**config.mk**
```make
export PLATFORM = sky130hd
export DESIGN_NAME = scs_setup
export DESIGN_NICKNAME = d
export VERILOG_FILES = /design/src/scs_pkg.sv /design/src/scs_setup.sv
export SDC_FILE = /design/constraint.sdc
export NUM_CORES = 1
export LEC_CHECK = 0
export BUFFER_PORTS_ARGS = -buffer_cell sky130_fd_sc_hd__buf_2
export CAP_MARGIN = 20
export CORE_AREA = 5 5 253 255
export DETAILED_ROUTE_END_ITERATION = 10
export DIE_AREA = 0 0 258 260
export PLACE_DENSITY = 0.56
export SYNTH_ARGS = -nofsm -noshare
export SYNTH_HDL_FRONTEND = slang
export SYNTH_SLANG_ARGS = --single-unit
```
**constraint.sdc**
```tcl
create_clock -name clk -period 6.48 [get_ports clk]
set_input_delay 0 -clock clk [delete_from_list [all_inputs] [get_ports clk]]
set_output_delay 0 -clock clk [all_outputs]
set_load 0.05 [all_outputs]
```
**src/scs_pkg.sv**
```systemverilog
// constants and types for the startup and cycle time setup block
package scs_pkg;
  // ***************************
  // register indexes (byte addr = 4 * index)
  // ***************************
  localparam logic [13:0] IDX_MODE = 14'h19C8;
  localparam logic [13:0] IDX_HOLD = 14'h19C9;
  localparam logic [13:0] IDX_PROT = 14'h19CA;
  localparam logic [13:0] IDX_BKUP = 14'h19CC;
  localparam logic [13:0] IDX_PERI = 14'h19D9;
  localparam logic [13:0] IDX_MON = 14'h19DA;
  localparam logic [13:0] IDX_MIN = 14'h19DB;
  localparam logic [13:0] IDX_ELOG = 14'h19FF;
  localparam logic [13:0] IDX_STS = 14'h1A00;
  localparam logic [13:0] IDX_MASK = 14'h1A01;
  localparam logic [13:0] IDX_CTRL = 14'h1A02;
  localparam logic [13:0] IDX_STATE = 14'h1A03;
  // ***************************
  // field positions and codes
  // ***************************
  localparam int CTRL_RESTART = 0;
  localparam int CTRL_MODE_LO = 1;
  localparam int CTRL_MODE_SET = 3;
  localparam int CTRL_IOH = 4;
  localparam int CTRL_FRC = 5;
  localparam int CTRL_HOLD_SET = 6;
  localparam int STS_OVER = 0;
  localparam int STS_LONG = 1;
  localparam int STS_PREJ = 2;
  localparam int STS_RST = 3;
  localparam int NSTS = 4;
  localparam logic [7:0] DSG_SWITCH = 8'h00;
  localparam logic [7:0] DSG_LAST = 8'h01;
  localparam logic [7:0] DSG_WORD = 8'h02;
  localparam logic [7:0] EN_00 = 8'h00;
  localparam logic [7:0] EN_01 = 8'h01;
  localparam logic [7:0] EN_02 = 8'h02;
  localparam logic [7:0] EN_03 = 8'h03;
  localparam logic [3:0] NIB_0 = 4'h0;
  localparam logic [3:0] NIB_1 = 4'h1;
  localparam logic [15:0] CFG_RST = 16'h0000;
  // ***************************
  // timing
  // ***************************
  localparam int CLK_MHZ = 125;
  localparam int TICK_US = 1000;
  localparam int TICK_CYC = TICK_US * CLK_MHZ;
  localparam logic [16:0] FIXED_LIMIT_MS = 17'd120;
  localparam logic [16:0] MAX_LIMIT_MS = 17'd99000;
  localparam logic [16:0] UNIT_10MS = 17'd10;
  localparam logic [16:0] UNIT_100MS = 17'd100;
  localparam logic [16:0] UNIT_1S = 17'd1000;
  localparam logic [6:0] FIXED_PCT = 7'd5;
  localparam logic [6:0] FULL_PCT = 7'd100;
  typedef enum logic [1:0] {MODE_PROG, MODE_MON, MODE_RUN, MODE_BAD} scs_mode_t;
  typedef enum logic [1:0] {SC_IDLE, SC_EXEC, SC_SERV, SC_PAD} scs_scan_t;
  // two bcd digits to binary
  function automatic logic [6:0] scs_bcd2(input logic [7:0] b);
    scs_bcd2 = 7'(b[7:4]) * 7'd10 + 7'(b[3:0]);
  endfunction : scs_bcd2
  // four bcd digits to binary
  function automatic logic [13:0] scs_bcd4(input logic [15:0] b);
    scs_bcd4 = 14'(b[15:12]) * 14'd1000 + 14'(b[11:8]) * 14'd100
             + 14'(b[7:4]) * 14'd10 + 14'(b[3:0]);
  endfunction : scs_bcd4
endpackage : scs_pkg

```
**src/scs_setup.sv**
```systemverilog
// startup and cycle time setup block with apb register access
// What this block does
// - with designation 02 the start mode is the low byte of the mode word (00/01/02).
// - the designation byte picks the switch, the last mode, or the stored low byte.
// - startup words act only when a restart happens, not when written.
// - at restart the io memory hold flag clears on nibble 0 and stays on nibble 1.
// - at restart the forced state hold flag clears on nibble 0 and stays on nibble 1.
// - protect nibble 1 rejects program memory writes, its own word still writable.
// - the language nibble picks english (0) or japanese (1) for the console.
// - cycle words act only at the next start of operation.
// - service enable 01 gives the port the bcd percentage of each scan.
// - service enable 00 gives the port a fixed 5 percent and ignores the byte.
// - the overrun limit is the bcd byte times the unit, at most 99 s.
// - monitor enable 00 gives 120 ms, 01/02/03 pick 10 ms, 100 ms, 1 s units.
// - minimum scan word 0000 is no minimum, else scans last at least that many ms.
// - long cycle nibble 0 reports an overrun as a non-fatal error, 1 does not.
//
// Chosen here: the APB register port.
module scs_setup
  import scs_pkg::*;
#(
  parameter int TICK_CYCLES = TICK_CYC
) (
  input wire logic clk, // system clock
  input wire logic rst, // sync reset, high
  input wire logic psel, // apb select
  input wire logic penable, // apb enable
  input wire logic pwrite, // apb direction
  input wire logic [15:0] paddr, // apb byte address
  input wire logic [31:0] pwdata, // apb write data
  output logic [31:0] prdata, // apb read data
  output logic pready, // apb ready
  output logic pslverr, // apb error
  input wire logic [1:0] mode_switch, // console switch pins
  input wire logic restart_req, // restart pulse
  input wire logic exec_done, // program pass finished
  input wire logic pm_wr_req, // program memory write request
  output logic pm_wr_ok, // write accepted pulse
  output logic pm_wr_rej, // write rejected pulse
  output logic [1:0] op_mode, // operating mode
  output logic io_hold, // io memory hold flag
  output logic force_hold, // forced state hold flag
  output logic lang_jp, // console language japanese
  output logic scan_start, // scan start pulse
  output logic periph_grant, // port service window
  output logic cycle_err, // non-fatal long cycle pulse
  output logic irq // interrupt level
);
  typedef struct packed {
    logic [7:0][15:0] cfg;
    logic [1:0] sw_a;
    logic [1:0] sw_b;
    logic boot;
    scs_mode_t mode;
    scs_mode_t last_mode;
    logic io_h;
    logic frc_h;
    logic prot;
    logic lang;
    logic [6:0] pct;
    logic [16:0] lim_ms;
    logic [13:0] min_ms;
    logic detect;
    scs_scan_t scan;
    logic [16:0] div;
    logic [16:0] el_ms;
    logic over_seen;
    logic [23:0] credit;
    logic [NSTS-1:0] sts;
    logic [NSTS-1:0] mask;
    logic [31:0] prdata;
    logic pready;
    logic pslverr;
    logic pm_ok;
    logic pm_rej;
    logic scan_st;
    logic serv;
    logic cerr;
    logic irq;
  } scs_st_t;

  scs_st_t s;
  scs_st_t next_s;

  // ***************************
  // combinational next state
  // ***************************
  logic [13:0] idx;
  logic acc;
  logic wr;
  logic mapped;
  logic [31:0] rd;
  logic do_restart;
  logic op_start;
  scs_mode_t new_mode;
  logic mode_chg;
  logic [NSTS-1:0] ev;
  logic [NSTS-1:0] clr;
  logic [16:0] lim;
  logic [6:0] cost;
  logic tick;

  always_comb begin
    next_s = s;
    idx = paddr[15:2];
    // arm once per transfer so pready stays a single pulse
    acc = psel & penable & ~s.pready;
    // a write lands on the edge where the master sees pready
    wr = psel & penable & s.pready & pwrite & (paddr[1:0] == 2'b00);
    ev = '0;
    clr = '0;
    lim = FIXED_LIMIT_MS;
    cost = FULL_PCT - s.pct;
    new_mode = s.mode;
    mode_chg = 1'b0;
    do_restart = s.boot | restart_req;
    op_start = 1'b0;
    tick = 1'b0;
    // switch pins, two stages before use
    next_s.sw_a = mode_switch;
    next_s.sw_b = s.sw_a;
    next_s.boot = 1'b0;
    next_s.pm_ok = 1'b0;
    next_s.pm_rej = 1'b0;
    next_s.scan_st = 1'b0;
    next_s.cerr = 1'b0;
    // read mux and decode
    mapped = 1'b1;
    rd = '0;
    if (paddr[1:0] != 2'b00) begin
      mapped = 1'b0;
    end else if (idx == IDX_MODE) begin
      rd = {16'h0000, s.cfg[0]};
    end else if (idx == IDX_HOLD) begin
      rd = {16'h0000, s.cfg[1]};
    end else if (idx == IDX_PROT) begin
      rd = {16'h0000, s.cfg[2]};
    end else if (idx == IDX_BKUP) begin
      rd = {16'h0000, s.cfg[3]};
    end else if (idx == IDX_PERI) begin
      rd = {16'h0000, s.cfg[4]};
    end else if (idx == IDX_MON) begin
      rd = {16'h0000, s.cfg[5]};
    end else if (idx == IDX_MIN) begin
      rd = {16'h0000, s.cfg[6]};
    end else if (idx == IDX_ELOG) begin
      rd = {16'h0000, s.cfg[7]};
    end else if (idx == IDX_STS) begin
      rd = 32'(s.sts);
    end else if (idx == IDX_MASK) begin
      rd = 32'(s.mask);
    end else if (idx == IDX_CTRL) begin
      rd = 32'({s.frc_h, s.io_h, 3'b000, 1'b0});
      rd[CTRL_MODE_LO +: 2] = s.mode;
    end else if (idx == IDX_STATE) begin
      rd = 32'({s.detect, s.lang, s.prot, s.frc_h, s.io_h, s.scan, s.mode});
    end else begin
      mapped = 1'b0;
    end
    // ***************************
    // apb slave, answer one cycle into access
    // ***************************
    next_s.pready = acc;
    if (acc) begin
      next_s.prdata = pwrite ? 32'h0000_0000 : rd;
      next_s.pslverr = ~mapped;
    end else begin
      // read data stands for the answer cycle only
      next_s.prdata = '0;
      next_s.pready = 1'b0;
      next_s.pslverr = 1'b0;
    end
    // config words just store; they act at restart or op start
    if (wr) begin
      if (idx == IDX_MODE) begin
        next_s.cfg[0] = pwdata[15:0];
      end else if (idx == IDX_HOLD) begin
        next_s.cfg[1] = pwdata[15:0];
      end else if (idx == IDX_PROT) begin
        next_s.cfg[2] = pwdata[15:0];
      end else if (idx == IDX_BKUP) begin
        next_s.cfg[3] = pwdata[15:0];
      end else if (idx == IDX_PERI) begin
        next_s.cfg[4] = pwdata[15:0];
      end else if (idx == IDX_MON) begin
        next_s.cfg[5] = pwdata[15:0];
      end else if (idx == IDX_MIN) begin
        next_s.cfg[6] = pwdata[15:0];
      end else if (idx == IDX_ELOG) begin
        next_s.cfg[7] = pwdata[15:0];
      end else if (idx == IDX_STS) begin
        clr = pwdata[NSTS-1:0];
      end else if (idx == IDX_MASK) begin
        next_s.mask = pwdata[NSTS-1:0];
      end else if (idx == IDX_CTRL) begin
        do_restart = do_restart | pwdata[CTRL_RESTART];
        if (pwdata[CTRL_MODE_SET] && pwdata[CTRL_MODE_LO +: 2] != MODE_BAD) begin
          new_mode = scs_mode_t'(pwdata[CTRL_MODE_LO +: 2]);
          mode_chg = 1'b1;
        end
        if (pwdata[CTRL_HOLD_SET]) begin
          next_s.io_h = pwdata[CTRL_IOH];
          next_s.frc_h = pwdata[CTRL_FRC];
        end
      end
    end
    // ***************************
    // restart: startup words take effect
    // ***************************
    if (do_restart) begin
      ev[STS_RST] = 1'b1;
      mode_chg = 1'b1;
      if (s.cfg[0][15:8] == DSG_SWITCH) begin
        // switch code 3 has no mode, so program
        new_mode = (s.sw_b == MODE_BAD) ? MODE_PROG : scs_mode_t'(s.sw_b);
      end else if (s.cfg[0][15:8] == DSG_LAST) begin
        new_mode = s.last_mode;
      end else if (s.cfg[0][15:8] == DSG_WORD && s.cfg[0][7:0] <= 8'h02) begin
        new_mode = scs_mode_t'(s.cfg[0][1:0]);
      end else begin
        // unknown designation or mode code falls back to program
        new_mode = MODE_PROG;
      end
      if (s.cfg[1][11:8] == NIB_0) begin
        next_s.io_h = 1'b0;
      end
      if (s.cfg[1][15:12] == NIB_0) begin
        next_s.frc_h = 1'b0;
      end
      next_s.prot = (s.cfg[2][3:0] == NIB_1);
      next_s.lang = (s.cfg[2][7:4] == NIB_1);
    end
    // ***************************
    // mode change and start of operation
    // ***************************
    if (mode_chg) begin
      next_s.mode = new_mode;
      // remembered for designation 01, program mode included
      next_s.last_mode = new_mode;
      op_start = (new_mode != MODE_PROG) & ((s.mode == MODE_PROG) | do_restart);
      if (new_mode == MODE_PROG) begin
        next_s.scan = SC_IDLE;
        next_s.serv = 1'b0;
      end
    end
    // cycle words are sampled only here, at the start of operation
    if (op_start) begin
      if (s.cfg[4][15:8] == EN_01) begin
        next_s.pct = scs_bcd2(s.cfg[4][7:0]);
      end else begin
        next_s.pct = FIXED_PCT;
      end
      if (s.cfg[5][15:8] == EN_01) begin
        lim = 17'(scs_bcd2(s.cfg[5][7:0])) * UNIT_10MS;
      end else if (s.cfg[5][15:8] == EN_02) begin
        lim = 17'(scs_bcd2(s.cfg[5][7:0])) * UNIT_100MS;
      end else if (s.cfg[5][15:8] == EN_03) begin
        lim = 17'(scs_bcd2(s.cfg[5][7:0])) * UNIT_1S;
      end
      // clamp keeps the limit at 99 s at most
      next_s.lim_ms = (lim > MAX_LIMIT_MS) ? MAX_LIMIT_MS : lim;
      next_s.min_ms = scs_bcd4(s.cfg[6]);
      next_s.detect = (s.cfg[7][11:8] == NIB_0);
      next_s.scan = SC_IDLE;
      next_s.serv = 1'b0;
    end
    // ***************************
    // program memory write gate
    // ***************************
    // no address on this port, so the protect word is always written over apb
    if (pm_wr_req) begin
      next_s.pm_ok = ~s.prot;
      next_s.pm_rej = s.prot;
      ev[STS_PREJ] = s.prot;
    end
    // ***************************
    // scan pacing
    // ***************************
    // millisecond tick, restarted with every scan
    if (s.div == 17'(TICK_CYCLES - 1)) begin
      next_s.div = '0;
      tick = 1'b1;
    end else begin
      next_s.div = s.div + 17'd1;
    end
    if (tick && s.el_ms != 17'h1FFFF) begin
      next_s.el_ms = s.el_ms + 17'd1;
    end
    if (!mode_chg && !op_start) begin
      case (s.scan)
        SC_IDLE: begin
          if (s.mode != MODE_PROG) begin
            next_s.scan = SC_EXEC;
            next_s.scan_st = 1'b1;
            next_s.el_ms = '0;
            next_s.div = '0;
            next_s.over_seen = 1'b0;
            next_s.credit = '0;
          end
        end
        SC_EXEC: begin
          // credit saturates rather than wrapping on a very long pass
          if (!s.credit[23]) begin
            next_s.credit = s.credit + 24'(s.pct);
          end
          if (exec_done) begin
            next_s.scan = SC_SERV;
            next_s.serv = 1'b1;
          end
        end
        SC_SERV: begin
          // service time grows with exec time in ratio pct to 100-pct
          if (s.pct != 7'd0 && s.credit >= 24'(cost)) begin
            next_s.credit = s.credit - 24'(cost);
          end else begin
            next_s.scan = SC_PAD;
            next_s.serv = 1'b0;
          end
        end
        SC_PAD: begin
          // hold here until the minimum scan time has passed
          if (s.el_ms >= 17'(s.min_ms)) begin
            next_s.scan = SC_IDLE;
          end
        end
        default: begin
          next_s.scan = SC_IDLE;
        end
      endcase
    end
    // overrun check, once per scan
    if (s.scan != SC_IDLE && !s.over_seen && s.el_ms > s.lim_ms) begin
      next_s.over_seen = 1'b1;
      ev[STS_OVER] = 1'b1;
      ev[STS_LONG] = s.detect;
      next_s.cerr = s.detect;
    end
    // ***************************
    // interrupt status, set wins over clear
    // ***************************
    next_s.sts = (s.sts & ~clr) | ev;
    next_s.irq = |(next_s.sts & next_s.mask);
  end

  always_ff @(posedge clk) begin
    if (rst) begin
      // storage is not kept over reset, words clear
      s <= '0;
      s.boot <= 1'b1;
      s.pct <= FIXED_PCT;
      s.lim_ms <= FIXED_LIMIT_MS;
      s.cfg <= {8{CFG_RST}};
    end else begin
      s <= next_s;
    end
  end

  // ***************************
  // outputs
  // ***************************
  assign prdata = s.prdata;
  assign pready = s.pready;
  assign pslverr = s.pslverr;
  assign pm_wr_ok = s.pm_ok;
  assign pm_wr_rej = s.pm_rej;
  assign op_mode = s.mode;
  assign io_hold = s.io_h;
  assign force_hold = s.frc_h;
  assign lang_jp = s.lang;
  assign scan_start = s.scan_st;
  assign periph_grant = s.serv;
  assign cycle_err = s.cerr;
  assign irq = s.irq;
endmodule : scs_setup

```
==> results.txt <==
Pins Over Slew Limit = 0
Ranking of synthesized cells by area = dfxtp_1 30%, ha_1 12%, nand2_1 6.7%
Finished Core Util = 33.25%
Fin crit share = 94.05%
Top sig layer = met4
Layout cells sized above 1 = 8.215%
Crit path capture type = flop
IO Pins = 103
Hold Worst Slack = 0.06745 ns
Synth warnings = 0
Worst Setup Start Kind = flop
Root buffer selected by CTS = clkbuf_16
Post-DP HPWL = 39.32 mm
Achievable Freq = 164.1 MHz
Die area = 67,080 um^2
# DRC = 0
Area of the core = 61,370 um^2
Starting Density = 29.66%
Rows = 91
Net Switching = 0.0008796 W
Mean post-synth cell area = 7.984 um^2
Nets = 2,576
First-pass GRT wire length = 85.15 mm
RR Endpoint = s[133]
WHS Endpoint = prdata[4]
Status = finished clean
Count leader, synth = nand2_1
Number of DRC markers in iteration 0 = 1,216
Sequential share of power = 45.5%
DR WL met2 = 25.03 mm
Clk_lat worst skew = 0.57 ns
Vias = 16,229
Min-delay src = paddr[3]
Critical R2R Launch = s[246]
CP Buf/Inv Count = 1
Slowest stage delay, CP = 0.57 ns
Final WS setup = 0.3857 ns
Port-buffer cells = 70
CTS HTree Levels = 1
Synth unique cells = 89
Post-Syn Area = 18,200 um^2
Total setup buffers inserted after CTS = 0
Via density per instance = 5.210
Clock Path Buffers = 3
Filler cells = 6,365
Unrepaired setup endpoints after global routing = false
Arrival @ worst endpoint = 6.55 ns
Static leakage = 8.429 nW
Setup Total Neg Slack = 0 ns
Top_reg_cell synth = dfxtp_1
Fraction of registers with async set/reset = 0%
Clk_skew = 0.01345 ns
Period minus WS final = 6.094 ns
DRT antenna net count = 0
R2R Setup Slk = 0.39 ns
Total grt overflow = 0
Cells after synthesis = 2,280
Min-Delay Path Depth = 3
Area delta synth->final = 12.11%
Setup violators final = 0
Yosys top cell area share = 29.69%
Largest net degree at the start of global routing = 83
Crit-path cells = ha_1 -> ha_1 -> inv_1 -> fa_1 -> nand2b_1 -> nor4_1 -> or2_2 -> ha_1 -> xor2_1 -> fa_1 -> ha_1 -> ha_1 -> nor3_1 -> o2111ai_1 -> a211o_1 -> and4_1 -> or4_1 -> nor4_4 -> nor2_1 -> o221a_2
FF-to-FF path depth = 20
Slew margin rel. = 25.64%
Clk pin slew, worst setup/hold paths = 0.06 ns
DRT Wirelength = 52.61 mm
Power Dens Cells = 180.4 nW/um^2
Die height = 260 um
Pre-Repair DR Iteration Count = 5
CP Class = reg -> reg
Die width = 258 um
Highest ir drop seen on vdd = 0.1621 mV
Number of synthesized flops with an enable pin = 0
Vias in the first global route = 15,774
Met3 Wirelength = 2.328 mm
Routability cong. = 0.8709
Num CTS Buffers = 29
CTS tree = done
Met1 Routed Length = 24.38 mm
List of most frequent post-synthesis cells = 324 x nand2_1, 270 x dfxtp_1, 214 x a21oi_1
Final Hold Viols = 0
Yosys top cell by area = dfxtp_1
Slew @ Worst Pin = 1.112 ns
Initial antenna violation count = 0
Pint = 0.002803 W
Sequential fraction of the synthesis area = 29.69%
Routed len/inst = 16.89 um
Worst path slowest cell = or4_1
Global router's overall resource usage = 15.15%
Max_cap viols = 0
Placed Cells incl. Taps = 3,032
Worst EP required = 6.94 ns
Pre-CTS WS = 0.4361 ns
CP delay by family, top = simple AND/OR/NAND/NOR gates
Seq cells post-synth = 270
Net Sw Frac = 23.89%
Worst-path fanout max = 6
Ant diodes = 0
Fin cells = 3,115
Combinational Power Share = 5.4%
Most common cell on crit path = ha_1
# clock sinks = 270
Worst hold path type = in -> reg
Clock power share = 49.1%
how the worst max path moves through the flow:
stage | startpoint | end | slack (ns) | depth (start not counted)
finish | s[246] | s[133] | 0.39 | 20
global route | s[247] | s[133] | 0.03 | 20
CTS | s[247] | s[133] | 0.42 | 20
detailed placement | s[247] | s[133] | 0.44 | 20
global placement | s[246] | s[133] | 0.60 | 22
floorplan | s[246] | s[133] | 0.83 | 23
what timing repair did:
item,CTS,global route
resized for setup,0,0
hold buffers,26,0
endpoints found under the hold margin,186,0
per-layer routing:
metal | vias up | GRT usage (%)
met3 | 59 | 1.922
met5 | - | 0
li1 | 7969 | -
met1 | 7813 | 21.10
met4 | 0 | 3.189
met2 | 388 | 25.30
metrics by stage:
step	instance area [um^2]	power, W
2_1_floorplan	18260	0.001847
3_3_place_gp	19050	0.001894
3_5_place_dp	19070	0.001896
4_1_cts	20360	0.003711
5_1_grt	20410	0.003800
6_report	20410	0.003682
layout make-up:
cell class | instances | area, um^2 | area share [%]
Clock buffer | 33 | 760.7 | 3.728
Inverter | 160 | 600.6 | 2.943
Sequential cell | 270 | 5405 | 26.49
Tap cell | 790 | 988.4 | 4.843
Clock inverter | 20 | 269.0 | 1.318
Timing Repair Buffer | 121 | 824.5 | 4.040
Multi-Input combinational cell | 1721 | 11560 | 56.64
worst register-to-register path: stages (launching register included):
cell       delay (ns)
dfxtp_1          0.45
ha_1             0.28
ha_1             0.20
inv_1            0.07
fa_1             0.44
nand2b_1         0.18
nor4_1           0.50
or2_2            0.29
ha_1             0.28
xor2_1           0.19
fa_1             0.45
ha_1             0.31
ha_1             0.25
nor3_1           0.27
o2111ai_1        0.24
a211o_1          0.31
and4_1           0.22
or4_1            0.57
nor4_4           0.21
nor2_1           0.07
o221a_2          0.23
logic make-up after synthesis:
family	after synthesis	synth area share [%]
XOR/XNOR	77	3.705
AND/OR/NAND/NOR	826	21.20
flip-flops	270	29.69
buffers and inverters	304	7.189
multiplexers	63	3.629
adder cells (fa/ha/maj)	215	16.39
AO/OA/AOI/OAI	524	18.17
other	1	0.02060
placed cells by master (no fill, tap or decap), types with 9 or more instances in the layout:
cell | netlist | layout
ha_1 | 176 | 176
mux2i_1 | 57 | 57
o31ai_1 | 13 | 13
nand2b_1 | 15 | 15
o21bai_1 | 11 | 11
nand4_1 | 24 | 24
nor3_1 | 50 | 50
nor2b_1 | 20 | 20
buf_2 | 13 | 69
nor4_1 | 15 | 15
xor2_1 | 39 | 39
o22ai_1 | 14 | 14
conb_1 | 1 | 16
or3_1 | 12 | 12
a221oi_1 | 9 | 9
o32ai_1 | 10 | 10
o21a_1 | 12 | 12
a21oi_1 | 214 | 214
a22oi_1 | 25 | 25
dlygate4sd3_1 | 0 | 26
a31oi_1 | 26 | 26
nand3_1 | 61 | 61
dfxtp_1 | 270 | 270
a21o_1 | 22 | 21
o21ai_0 | 74 | 74
buf_4 | 36 | 24
inv_1 | 157 | 157
or4_1 | 9 | 9
clkbuf_16 | 0 | 29
xnor2_1 | 38 | 38
nand2_1 | 324 | 324
fa_1 | 39 | 39
o211ai_1 | 12 | 12
nor2_1 | 213 | 213
and3_1 | 19 | 19
or2_2 | 12 | 12
power groups by stage:
stage               Clock, W  Sequential, W  Combinational, W
floorplan                  0        0.00171          0.000135
global placement           0        0.00171          0.000183
detailed placement         0        0.00171          0.000185
CTS                  0.00184        0.00167          0.000198
global route         0.00191        0.00167          0.000215
finish               0.00181        0.00167          0.000199
state kept, by name, indices dropped and copies added, names as in the netlist:
signal and cells:
cycle_err 1, periph_grant 1, pready 1, scan_start 1, force_hold 1, prdata 16, io_hold 1, lang_jp 1
pslverr 1, pm_wr_rej 1, s 241, pm_wr_ok 1, next_s 2, irq 1
(Power assumes the default switching activity.)
